**src/pin_share_cfg.svh**
```systemverilog
// constants for the boot-strap and pin-sharing logic
// assumes one clock domain and straps held stable through reset
//
// Summary of operation
// straps sampled only while reset is asserted
// strap pins become flag pins after reset
// captured mode holds until next reset
// memory-mode strap 0 selects full memory mode
// full mode: byte bus; host mode: host port
// full mode drives 14-line address bus
// data bus top 8 carry byte addresses
// irq and flag functions coexist on pins
// masked-in irq vectors whoever drives the pin
// control bit reassigns second serial port pins
// one shared irq pin edge or level
// one edge, two level, three configurable irqs
// three fixed flags always drive outputs
// host mode exposes 16-line address/data bus
// straps registered at release, reset-only mode
// board holds straps stable during reset
`ifndef PIN_SHARE_CFG_SVH
`define PIN_SHARE_CFG_SVH
`define STRAP_W        4
`define MODE_C_BIT     2
`define FULL_MODE_CODE 1'b0
`define FLAG_W         8
`define FIXED_FLAG_W   3
`define EXT_ADDR_W     14
`define EXT_DATA_W     24
`define BYTE_ADDR_W    8
`define HOST_BUS_W     16
`define HOST_DATA_LO   8
`define IRQ_N          6
`define LANE_CFG_IRQ   0
`define LANE_LVL_ZERO  1
`define LANE_LVL_ONE   2
`define LANE_EDGE      3
`define LANE_SP_IRQ0   4
`define LANE_SP_IRQ1   5
`define PIN_CFG_IRQ    7
`define PIN_LVL_ZERO   6
`define PIN_LVL_ONE    5
`define PIN_EDGE       4
`define SENSE_LEVEL    0
`define SENSE_EDGE     1
`define SENSE_CONFIG   2
`endif

```
**src/pin_share_pkg.sv**
```systemverilog
// types shared by the pin-sharing logic
// assumes pin_share_cfg.svh is on the include path
`default_nettype none
`include "pin_share_cfg.svh"
package pin_share_pkg;
  // operating mode, fixed at reset
  typedef enum logic [0:0] {
    MODE_FULL = 1'b0,
    MODE_HOST = 1'b1
  } op_mode_e;
  // one group of pad drivers
  typedef struct packed {
    logic [`FLAG_W-1:0] out;
    logic [`FLAG_W-1:0] oe;
  } flag_pad_s;
  // external data bus drivers
  typedef struct packed {
    logic [`EXT_DATA_W-1:0] out;
    logic [`EXT_DATA_W-1:0] oe;
  } data_pad_s;
endpackage
`default_nettype wire

```
**src/pin_share.sv**
```systemverilog
// boot-strap capture, mode selection and shared pin muxing
// assumes pad inputs synchronous to mclk; pads resolved outside
`timescale 1ns/10ps
`default_nettype none
`include "pin_share_cfg.svh"
module pin_share
  import pin_share_pkg::*;
(
  input  wire logic                     mclk,
  input  wire logic                     rstn,
  // programmable flag pads, low four double as straps
  input  wire logic [`FLAG_W-1:0]       flag_pad_in,
  output var  logic [`FLAG_W-1:0]       flag_pad_out,
  output var  logic [`FLAG_W-1:0]       flag_pad_oe,
  input  wire logic [`FLAG_W-1:0]       flag_dir,
  input  wire logic [`FLAG_W-1:0]       flag_value,
  output var  logic [`FLAG_W-1:0]       flag_read,
  // always-output flags
  input  wire logic [`FIXED_FLAG_W-1:0] fixed_flag_value,
  output var  logic [`FIXED_FLAG_W-1:0] fixed_output_flags,
  // interrupt controls and requests
  input  wire logic [`IRQ_N-1:0]        interrupt_mask_bits,
  input  wire logic                     cfg_irq_edge_sel,
  input  wire logic [1:0]               sport_irq_edge_sel,
  output var  logic [`IRQ_N-1:0]        irq_request,
  // captured strap state
  output var  logic                     mode_host,
  output var  logic [`STRAP_W-1:0]      strap_captured,
  // external address bus
  input  wire logic [`EXT_ADDR_W-1:0]   core_addr,
  output var  logic [`EXT_ADDR_W-1:0]   ext_address_bus,
  output var  logic [`EXT_ADDR_W-1:0]   ext_address_oe,
  // external data bus
  input  wire logic [`EXT_DATA_W-1:0]   core_wdata,
  input  wire logic                     core_drive_data,
  input  wire logic                     byte_access,
  input  wire logic [`BYTE_ADDR_W-1:0]  byte_addr_hi,
  input  wire logic [`EXT_DATA_W-1:0]   ext_data_in,
  output var  logic [`EXT_DATA_W-1:0]   ext_data_out,
  output var  logic [`EXT_DATA_W-1:0]   ext_data_oe,
  output var  logic [`EXT_DATA_W-1:0]   core_rdata,
  // host memory access port bus
  input  wire logic [`HOST_BUS_W-1:0]   host_bus_in,
  input  wire logic [`HOST_BUS_W-1:0]   host_bus_wdata,
  input  wire logic                     host_bus_drive,
  output var  logic [`HOST_BUS_W-1:0]   host_addr_data_bus,
  output var  logic                     host_bus_oe,
  output var  logic [`HOST_BUS_W-1:0]   host_bus_rdata,
  // second serial port pads and core side
  input  wire logic                     sport_flag_mode,
  input  wire logic                     sp1_rfs_in,
  input  wire logic                     sp1_tfs_in,
  input  wire logic                     sp1_dr_in,
  output var  logic                     sp1_dt_out,
  input  wire logic                     sport_dt_core,
  input  wire logic                     serial_flag_output,
  output var  logic                     serial_flag_input,
  output var  logic                     sport_rfs_core,
  output var  logic                     sport_tfs_core,
  output var  logic                     sport_dr_core
);
  // pad level seen by the irq logic: own drive wins over pad
  function automatic logic pad_level(input logic oe, input logic drv,
                                     input logic pin);
    pad_level = oe ? drv : pin;
  endfunction

  // ---------------- strap capture ----------------
  // no async reset: must load a pad level, so it samples on
  // clock edges while rstn is low; the last such edge wins
  logic [`STRAP_W-1:0] strap_ff;
  logic [`STRAP_W-1:0] nxt_strap;
  op_mode_e            op_mode;    // decoded mode, fixed after reset

  // sample only during reset, hold afterwards
  always_comb begin
    if (!rstn) begin
      nxt_strap = flag_pad_in[`STRAP_W-1:0];
    end else begin
      nxt_strap = strap_ff;
    end
  end

  // relies on the board holding straps steady in reset
  always_ff @(posedge mclk) begin
    strap_ff <= nxt_strap;
  end

  // zero on the memory-mode strap means full memory mode
  assign op_mode = (strap_ff[`MODE_C_BIT] == `FULL_MODE_CODE) ?
                   MODE_FULL : MODE_HOST;

  // ---------------- flag pads ----------------
  flag_pad_s                 flag_ff;       // flag pad drivers
  flag_pad_s                 nxt_flag;
  logic [`FLAG_W-1:0]        flag_read_ff;  // sampled flag levels
  logic [`FLAG_W-1:0]        nxt_flag_read;
  logic [`FIXED_FLAG_W-1:0]  fixed_ff;      // fixed output flags
  logic [`FIXED_FLAG_W-1:0]  nxt_fixed;
  logic                      mode_ff;       // mode status output
  logic                      nxt_mode;
  logic [`STRAP_W-1:0]       strap_out_ff;  // strap status output
  logic [`STRAP_W-1:0]       nxt_strap_out;

  // after reset every strap pin is an ordinary flag
  always_comb begin
    nxt_flag.out   = flag_value;
    nxt_flag.oe    = flag_dir;
    nxt_flag_read  = flag_pad_in;
    nxt_fixed      = fixed_flag_value;
    nxt_mode       = op_mode;
    nxt_strap_out  = strap_ff;
  end

  // pads float as inputs while reset holds them as straps
  always_ff @(posedge mclk or negedge rstn) begin
    if (!rstn) begin
      flag_ff      <= '0;
      flag_read_ff <= '0;
      fixed_ff     <= '0;
      mode_ff      <= 1'b0;
      strap_out_ff <= '0;
    end else begin
      flag_ff      <= nxt_flag;
      flag_read_ff <= nxt_flag_read;
      fixed_ff     <= nxt_fixed;
      mode_ff      <= nxt_mode;
      strap_out_ff <= nxt_strap_out;
    end
  end

  assign flag_pad_out       = flag_ff.out;
  assign flag_pad_oe        = flag_ff.oe;
  assign flag_read          = flag_read_ff;
  assign fixed_output_flags = fixed_ff;
  assign mode_host          = mode_ff;
  assign strap_captured     = strap_out_ff;

  // ---------------- interrupt lanes ----------------
  logic [`IRQ_N-1:0] lane_level;  // active-low level per lane
  logic [`IRQ_N-1:0] lane_edge;   // edge select per lane

  // flag drive loops back, so software can raise its own irq
  always_comb begin
    lane_level = '1;
    lane_level[`LANE_CFG_IRQ] = pad_level(flag_ff.oe[`PIN_CFG_IRQ],
      flag_ff.out[`PIN_CFG_IRQ], flag_pad_in[`PIN_CFG_IRQ]);
    lane_level[`LANE_LVL_ZERO] = pad_level(flag_ff.oe[`PIN_LVL_ZERO],
      flag_ff.out[`PIN_LVL_ZERO], flag_pad_in[`PIN_LVL_ZERO]);
    lane_level[`LANE_LVL_ONE] = pad_level(flag_ff.oe[`PIN_LVL_ONE],
      flag_ff.out[`PIN_LVL_ONE], flag_pad_in[`PIN_LVL_ONE]);
    lane_level[`LANE_EDGE] = pad_level(flag_ff.oe[`PIN_EDGE],
      flag_ff.out[`PIN_EDGE], flag_pad_in[`PIN_EDGE]);
    // serial pins act as irqs only when reassigned
    lane_level[`LANE_SP_IRQ0] = sport_flag_mode ? sp1_rfs_in : 1'b1;
    lane_level[`LANE_SP_IRQ1] = sport_flag_mode ? sp1_tfs_in : 1'b1;
    lane_edge = '0;
    lane_edge[`LANE_CFG_IRQ] = cfg_irq_edge_sel;
    lane_edge[`LANE_SP_IRQ0] = sport_irq_edge_sel[0];
    lane_edge[`LANE_SP_IRQ1] = sport_irq_edge_sel[1];
  end

  // level, edge or configurable sensing per lane is fixed in hardware
  localparam int LANE_SENSE [`IRQ_N] = '{`SENSE_CONFIG, `SENSE_LEVEL,
    `SENSE_LEVEL, `SENSE_EDGE, `SENSE_CONFIG, `SENSE_CONFIG};

  for (genvar i = 0; i < `IRQ_N; i++) begin : g_lane
    irq_sense #(
      .SENSE (LANE_SENSE[i])
    ) u_sense (
      .mclk      (mclk),
      .rstn      (rstn),
      .pin_level (lane_level[i]),
      .edge_sel  (lane_edge[i]),
      .mask_en   (interrupt_mask_bits[i]),
      .req       (irq_request[i])
    );
  end

  // ---------------- memory interface ----------------
  logic [`EXT_ADDR_W-1:0] addr_ff;      // address pad value
  logic [`EXT_ADDR_W-1:0] addr_oe_ff;   // address pad enables
  logic [`EXT_ADDR_W-1:0] nxt_addr;
  logic [`EXT_ADDR_W-1:0] nxt_addr_oe;
  data_pad_s              data_ff;      // data pad drivers
  data_pad_s              nxt_data;
  logic [`EXT_DATA_W-1:0] rdata_ff;     // data returned to core
  logic [`EXT_DATA_W-1:0] nxt_rdata;
  logic [`HOST_BUS_W-1:0] host_ff;      // host bus pad value
  logic                   host_oe_ff;   // host bus pad enable
  logic [`HOST_BUS_W-1:0] host_rd_ff;   // host bus sampled
  logic [`HOST_BUS_W-1:0] nxt_host;
  logic                   nxt_host_oe;
  logic [`HOST_BUS_W-1:0] nxt_host_rd;

  // mode steers which buses exist; the core cannot override it
  always_comb begin
    nxt_addr    = core_addr;
    nxt_addr_oe = '0;
    nxt_data    = '0;
    nxt_rdata   = '0;
    nxt_host    = host_bus_wdata;
    nxt_host_oe = 1'b0;
    nxt_host_rd = '0;
    if (op_mode == MODE_FULL) begin
      nxt_addr_oe = '1;
      nxt_data.out = core_wdata;
      nxt_data.oe  = core_drive_data ? '1 : '0;
      nxt_rdata    = ext_data_in;
      if (byte_access) begin
        // top lines carry byte address even during reads
        nxt_data.out[`EXT_DATA_W-1 -: `BYTE_ADDR_W] = byte_addr_hi;
        nxt_data.oe[`EXT_DATA_W-1 -: `BYTE_ADDR_W]  = '1;
      end
    end else begin
      // only one address line survives in host mode
      nxt_addr_oe[0] = 1'b1;
      nxt_data.out = core_wdata;
      nxt_data.oe[`EXT_DATA_W-1:`HOST_DATA_LO] =
        core_drive_data ? '1 : '0;
      nxt_rdata[`EXT_DATA_W-1:`HOST_DATA_LO] =
        ext_data_in[`EXT_DATA_W-1:`HOST_DATA_LO];
      nxt_host_oe = host_bus_drive;
      nxt_host_rd = host_bus_in;
    end
  end

  // everything off while in reset
  always_ff @(posedge mclk or negedge rstn) begin
    if (!rstn) begin
      addr_ff    <= '0;
      addr_oe_ff <= '0;
      data_ff    <= '0;
      rdata_ff   <= '0;
      host_ff    <= '0;
      host_oe_ff <= 1'b0;
      host_rd_ff <= '0;
    end else begin
      addr_ff    <= nxt_addr;
      addr_oe_ff <= nxt_addr_oe;
      data_ff    <= nxt_data;
      rdata_ff   <= nxt_rdata;
      host_ff    <= nxt_host;
      host_oe_ff <= nxt_host_oe;
      host_rd_ff <= nxt_host_rd;
    end
  end

  assign ext_address_bus    = addr_ff;
  assign ext_address_oe     = addr_oe_ff;
  assign ext_data_out       = data_ff.out;
  assign ext_data_oe        = data_ff.oe;
  assign core_rdata         = rdata_ff;
  assign host_addr_data_bus = host_ff;
  assign host_bus_oe        = host_oe_ff;
  assign host_bus_rdata     = host_rd_ff;

  // ---------------- second serial port ----------------
  logic [4:0] sp_ff;   // dt, flag in, rfs, tfs, dr
  logic [4:0] nxt_sp;

  // reassigned frame syncs become irq lanes; data pins become flags
  always_comb begin
    if (sport_flag_mode) begin
      nxt_sp = {serial_flag_output, sp1_dr_in, 3'h0};
    end else begin
      nxt_sp = {sport_dt_core, 1'b0, sp1_rfs_in, sp1_tfs_in, sp1_dr_in};
    end
  end

  always_ff @(posedge mclk or negedge rstn) begin
    if (!rstn) begin
      sp_ff <= '0;
    end else begin
      sp_ff <= nxt_sp;
    end
  end

  assign sp1_dt_out        = sp_ff[4];
  assign serial_flag_input = sp_ff[3];
  assign sport_rfs_core    = sp_ff[2];
  assign sport_tfs_core    = sp_ff[1];
  assign sport_dr_core     = sp_ff[0];

  // ---------------- checks ----------------
  strap_hold_a: assert property (@(posedge mclk) disable iff (!rstn)
    $past(rstn) |-> $stable(strap_ff))
    else $error("strap changed after reset");
  mode_status_a: assert property (@(posedge mclk) disable iff (!rstn)
    $past(rstn) |-> mode_host == $past(strap_ff[`MODE_C_BIT]))
    else $error("mode status wrong");
  flag_dir_a: assert property (@(posedge mclk) disable iff (!rstn)
    $past(rstn) |-> flag_pad_oe == $past(flag_dir) &&
    flag_pad_out == $past(flag_value))
    else $error("flag pad drive wrong");
  fixed_flags_a: assert property (@(posedge mclk) disable iff (!rstn)
    $past(rstn) |-> fixed_output_flags == $past(fixed_flag_value))
    else $error("fixed flag wrong");
  full_addr_a: assert property (@(posedge mclk) disable iff (!rstn)
    $past(rstn) && op_mode == MODE_FULL |->
    ext_address_oe == '1 && ext_address_bus == $past(core_addr))
    else $error("address bus not driven");
  host_addr_a: assert property (@(posedge mclk) disable iff (!rstn)
    $past(rstn) && op_mode == MODE_HOST |->
    ext_address_oe == 14'h0001 && host_bus_oe == $past(host_bus_drive))
    else $error("host mode bus wrong");
  byte_addr_a: assert property (@(posedge mclk) disable iff (!rstn)
    $past(rstn && byte_access) && op_mode == MODE_FULL |->
    ext_data_out[23:16] == $past(byte_addr_hi) && ext_data_oe[23:16] == 8'hFF)
    else $error("byte address missing");
  full_host_off_a: assert property (@(posedge mclk) disable iff (!rstn)
    op_mode == MODE_FULL |-> !host_bus_oe ##1 host_bus_rdata == 16'h0000)
    else $error("host port active in full mode");
  sport_flag_a: assert property (@(posedge mclk) disable iff (!rstn)
    $past(rstn && sport_flag_mode) |->
    sp1_dt_out == $past(serial_flag_output) &&
    serial_flag_input == $past(sp1_dr_in) && !sport_dr_core)
    else $error("serial pin reassignment wrong");
endmodule
`default_nettype wire

```
**src/irq_sense.sv**
```systemverilog
// one external interrupt lane: level or falling-edge sensing
// assumes the pin level is synchronous to mclk, active low
`timescale 1ns/10ps
`default_nettype none
module irq_sense #(
  parameter int SENSE = 2  // 0 level only, 1 edge only, 2 configurable
) (
  input  wire logic mclk,
  input  wire logic rstn,
  input  wire logic pin_level,
  input  wire logic edge_sel,
  input  wire logic mask_en,
  output var  logic req
);
  logic prev_ff;     // pin level one cycle ago
  logic req_ff;      // registered request
  logic nxt_prev;
  logic nxt_req;
  logic use_edge;    // effective sensitivity

  // fixed lanes ignore the select so software cannot change them
  assign use_edge = (SENSE == 1) || ((SENSE == 2) && edge_sel);

  // request follows mask whoever drives the pin
  always_comb begin
    nxt_prev = pin_level;
    if (use_edge) begin
      nxt_req = mask_en && prev_ff && !pin_level;
    end else begin
      nxt_req = mask_en && !pin_level;
    end
  end

  // idle pin is high, so prev starts high
  always_ff @(posedge mclk or negedge rstn) begin
    if (!rstn) begin
      prev_ff <= 1'b1;
      req_ff  <= 1'b0;
    end else begin
      prev_ff <= nxt_prev;
      req_ff  <= nxt_req;
    end
  end

  assign req = req_ff;

  edge_pulse_a: assert property (@(posedge mclk) disable iff (!rstn)
    use_edge && mask_en && prev_ff && !pin_level |=> req ##1
    ($past(pin_level) || req == $past(mask_en && prev_ff)))
    else $error("edge request missed");
  level_follow_a: assert property (@(posedge mclk) disable iff (!rstn)
    !use_edge |=> req == $past(mask_en && !pin_level))
    else $error("level request wrong");
endmodule
`default_nettype wire

```
**config.mk**
```make
export PLATFORM = sky130hd
export DESIGN_NAME = pin_share
export DESIGN_NICKNAME = d
export VERILOG_FILES = /design/src/pin_share_pkg.sv /design/src/pin_share.sv /design/src/irq_sense.sv
export VERILOG_INCLUDE_DIRS = /design/src
export SDC_FILE = /design/constraint.sdc
export NUM_CORES = 1
export LEC_CHECK = 0
export BUFFER_PORTS_ARGS = -buffer_cell sky130_fd_sc_hd__buf_4
export CAP_MARGIN = 20
export CORE_MARGIN = 1
export CORE_UTILIZATION = 30
export CTS_CLUSTER_SIZE = 12
export DETAILED_ROUTE_END_ITERATION = 8
export GPL_ROUTABILITY_DRIVEN = 0
export HOLD_SLACK_MARGIN = 0.15
export PLACE_DENSITY = 0.6
export SYNTH_ARGS = -nofsm -noshare
export SYNTH_HDL_FRONTEND = slang
export SYNTH_SLANG_ARGS = --single-unit
```
**constraint.sdc**
```tcl
create_clock -name mclk -period 1.95 [get_ports mclk]
set_input_delay 0.39 -clock mclk [delete_from_list [all_inputs] [get_ports mclk]]
set_output_delay 0.39 -clock mclk [all_outputs]
set_load 0.05 [all_outputs]
```
* Yosys cells after proc, flatten, opt, wreduce, memory -nomap -nowiden
Cells that the tools add are included.
** Storage, ports and cells
- Register bits after elaboration :: 184
- Input port bits :: 149
- Output and inout port bits :: 176
- Logic and storage cells :: 66
** Cells by class
- Mux-type cells :: 21
- Reductions and logical operators :: 19
** Operators by type and width (number)
- $mux W40 :: 1
- $mux W16 :: 2
- $mux W8 :: 4
- $mux W24 :: 1
- $logic_and A1 B1 Y1 :: 13
- $mux W13 :: 1
- $mux W1 :: 11
- $logic_not A1 Y1 :: 6
- $mux W5 :: 1

* Depth between registers and ports, before layout
- Word-level depth :: 4
- Mapped depth :: 3

* By module
A second synthesis with hierarchy kept.
** Unflattened totals
- Cell total of the unflattened synthesis :: 247
- Area, all modules :: 4591.9 um^2
** Modules (own cells, without submodules)
- pin_share :: instances 1, cells each 228, area an instance 4221.5 um^2
- irq_sense (g_lane[0].u_sense ...) :: instances 3, cells each 4, area an instance 77.6 um^2
- irq_sense (g_lane[1].u_sense ...) :: instances 2, cells each 2, area an instance 38.8 um^2
- irq_sense (g_lane[3].u_sense) :: instances 1, cells each 3, area an instance 60.1 um^2

* Least setup slack after synthesis
OpenSTA, ideal clock, no wires.
- Kind :: register -> output
- Start :: reg ext_address_oe[12] (netlist name)
- End :: out ext_address_oe[10]
- Arrival time :: 1.084 ns
- Data required time :: 1.560 ns
- Setup slack :: 0.476 ns
- Stages on the path, launching flop included :: 2
- Buffers on the path :: 1
- Path through :: dfrtp_1 > buf_4
** RTL lines
- to (decl) :: line pin_share.sv:32 : output var logic [`EXT_ADDR_W-1:0] ext_address_oe,

==> results.txt <==
cell taking the most area after synthesis -> dfrtp_1
slowest cell on the critical path -> dfrtp_1
CTS clk-pin slew, worst paths -> 0.06 ns
Synth Instances -> 253
CP bufs+invs -> 1
global-route wire length before repair -> 19.6 mm
crit end category -> output port
CTS buffer count -> 17
Fin Clk Skew -> 0.00416 ns
CP Class -> flop to output port
combinational family with the most area after synthesis -> buffers and inverters
status -> complete, but fails checks
dpl cells -> 721
Commonest cells post-synth -> dfrtp_1, buf_4, and2_1
initial antenna violation count -> 0
Vias per Instance -> 3.98
Worst slew margin -> 54.5%
RSZ-0062 raised after global routing -> no
All-Layer GR Usage -> 16.6%
core box area -> 14,700 um2
row cnt -> 44
Final Hold Fails -> 0
Max-Cap Viols -> 0
total negative setup slack -> 0 ns
crit path cell chain -> buf_4
vias in the first global route -> 3,689
Post-DRT Antenna Nets -> 0
Pleak -> 4.24 nW
hold_sp -> sport_flag_mode
mux cell area share after synthesis -> 3.80%
antenna diode count -> 0
gr ovfl total -> 0
Initial Utilization -> 31.1%
net count after synthesis -> 402
Clock Path Buffers -> 2
Slew Limit Fails -> 0
VDD IR-drop max -> 512 uV
clock sinks -> 150
num ports -> 325
via count -> 3,355
f_max -> 604 MHz
CP top delay family -> flip-flops
Multi-input gate area -> 472 um2
Mean Syn Cell Area -> 18.1 um2
synthesis warning total -> 0
Critical R2R Launch -> nxt_strap_out[2]$_DFFE_PN_
First-pass DRT Iterations -> 6
P&R area growth vs syn -> 84.9%
WL/cell -> 14.9 um
Worst Setup SP -> ext_address_oe[12]$_DFF_PN0_
DRC errors left -> 23
CTS tree -> built
Setup crit start kind -> flop
Least-Margin Pin Slew -> 0.683 ns
post-synth top area share -> 77.6%
most area-consuming cells after synthesis -> dfrtp_1, buf_4, and2_1, edfxtp_1, mux2_4
Die Footprint -> 15,800 um2
crit-path max FO -> 13
fin crit period -> 1.65 ns
adder-cell share of the synthesized area -> 0%
# port buffers -> 324
DP HPWL -> 8.79 mm
Final Non-Filler Cells -> 844
Synth Cell Area -> 4580 um2
Data required, critical path -> 1.56 ns
Setup-failing EPs final -> 0
Fillers -> 1,155
sequential area share after synthesis -> 82.6%
worst path arrival time -> 1.26 ns
worst hold path type -> input port to flop
1st-iter DRT viols -> 83
die outline height -> 126 um
clock root cell -> clkbuf_16
FF+latch count, synth -> 150
Top FF cell, synth -> dfrtp_1
layout cells sized above 1 -> 57.4%
Clock Latency Late Sink -> 0.41 ns
final worst-path cycle share -> 84.8%
failing checks -> DRC
drt total wl -> 12.6 mm
Synth Area in XOR/XNOR -> 0%
leading cell type by number of instances after synthesis -> dfrtp_1
FF/Latch Area -> 3780 um2
pin count of the biggest net entering global routing -> 93
compound-cell area share of the yosys netlist -> 0%
Final #Nets -> 796
synth unique cells -> 20
pwr/cell area -> 982 nW/um2
area share of and/or/nand/nor cells after synthesis -> 6.42%
EDFF count, synth -> 4
CP peak stage delay -> 0.57 ns
H-tree lvl count -> 4
asr flop ratio synth -> 97.3%
Die X -> 126 um
per-layer routing:
| metal | track usage [%] | part of all wire, % | vias to the layer above |
|---|---|---|---|
| met3 | 7.45 | 11 | 22 |
| met1 | 17.1 | 34 | 1617 |
| met5 | 0 | 0 | - |
| li1 | - | - | 1538 |
| met4 | 7.75 | 2.2 | 0 |
| met2 | 28.9 | 53 | 178 |
registers in the layout (all words and copies together) (netlist names), 2 cells and up:
| name | cells |
|---|---|
| ext_address_oe | 2 |
| nxt_strap_out | 4 |
| fixed_output_flags | 3 |
| core_rdata | 24 |
| strap_captured | 4 |
| sp_ff | 5 |
| flag_pad_out | 8 |
| host_addr_data_bus | 16 |
| flag_read | 8 |
| flag_pad_oe | 8 |
| g_lane.u_sense.req | 6 |
| host_bus_rdata | 16 |
| g_lane.u_sense.prev_ff | 4 |
| ext_data_out | 24 |
| ext_address_bus | 14 |
| ext_data_oe | 3 |
metrics by stage:
step | area (um2) | util [%] | hold WS (ns) | power (mW) | setup WS (ns)
after global routing | 8460 | 57.6 | 0.166 | 8.63 | 0.195
after detailed placement | 6960 | 47.3 | 0.340 | 4.98 | 0.505
after CTS | 8460 | 57.6 | 0.161 | 8.41 | 0.283
after floorplan | 4580 | - | 0.0944 | 4.37 | 0.476
final | 8460 | 57.6 | 0.183 | 8.30 | 0.296
after global placement | 6960 | 47.3 | 0.334 | 4.97 | 0.539
cells in the final DEF, fill, tap and decap left out:
cell type / instances
and2_1: 20
and2b_2: 7
buf_12: 1
buf_4: 325
buf_6: 1
bufinv_16: 3
clkbuf_1: 2
clkbuf_16: 17
clkinv_1: 2
clkinv_2: 1
clkinv_4: 2
clkinvlp_4: 5
conb_1: 1
dfrtp_1: 142
dfstp_2: 4
dlygate4sd3_1: 91
edfxtp_1: 4
inv_1: 2
mux2_2: 3
mux2_4: 8
mux2i_1: 2
nand2_1: 1
nand2b_1: 2
nor2_1: 1
nor2b_1: 8
nor2b_2: 1
nor3b_1: 3
or2_2: 1
timing repair:
action	4_1_cts	5_1_grt
endpoints found under the hold margin	236	0
resized for setup	0	0
buffers inserted	0	0
hold buffers	91	0
area by class of cell:
type | count | share of cell area, %
clock buffer | 19 | 5.12
clock inverter | 13 | 1.86
inverter | 2 | 0.0887
multi-input combinational | 58 | 5.58
sequential | 150 | 44.7
tap | 184 | 2.72
timing repair buffer | 418 | 40.0
where the power goes:
| group | switching [mW] | internal [mW] | total [mW] | leakage, nW |
|---|---|---|---|---|
| Combinational | 1.05 | 0.640 | 1.69 | 2.19 |
| Sequential | 0.0689 | 3.31 | 3.38 | 1.78 |
| Clock | 1.24 | 2.00 | 3.24 | 0.270 |
final timing paths:
| check | cells past startpoint | slack, ns | to |
|---|---|---|---|
| worst max-delay path | 1 | 0.30 | ext_address_oe[13] |
| worst min-delay path | 2 | 0.18 | sp_ff[2]$_DFF_PN0_ |
| worst max register to register | 2 | 0.59 | ext_data_out[22]$_DFF_PN0_ |
| worst min register to register | 0 | 0.35 | strap_captured[0]$_DFF_PN0_ |
| max in group asynchronous | 3 | 0.80 | host_bus_rdata[8]$_DFF_PN0_ |
| min in group asynchronous | 3 | 0.56 | ext_data_out[2]$_DFF_PN0_ |
cell families (layout without fill, tap and decap cells):
kind of cell	Yosys count	after routing
buffers and inverters	45	452
AND/OR/NAND/NOR	44	44
other	1	1
multiplexers	13	13
flip-flops	150	150
No activity file was read; power rests on OpenSTA's default activity.
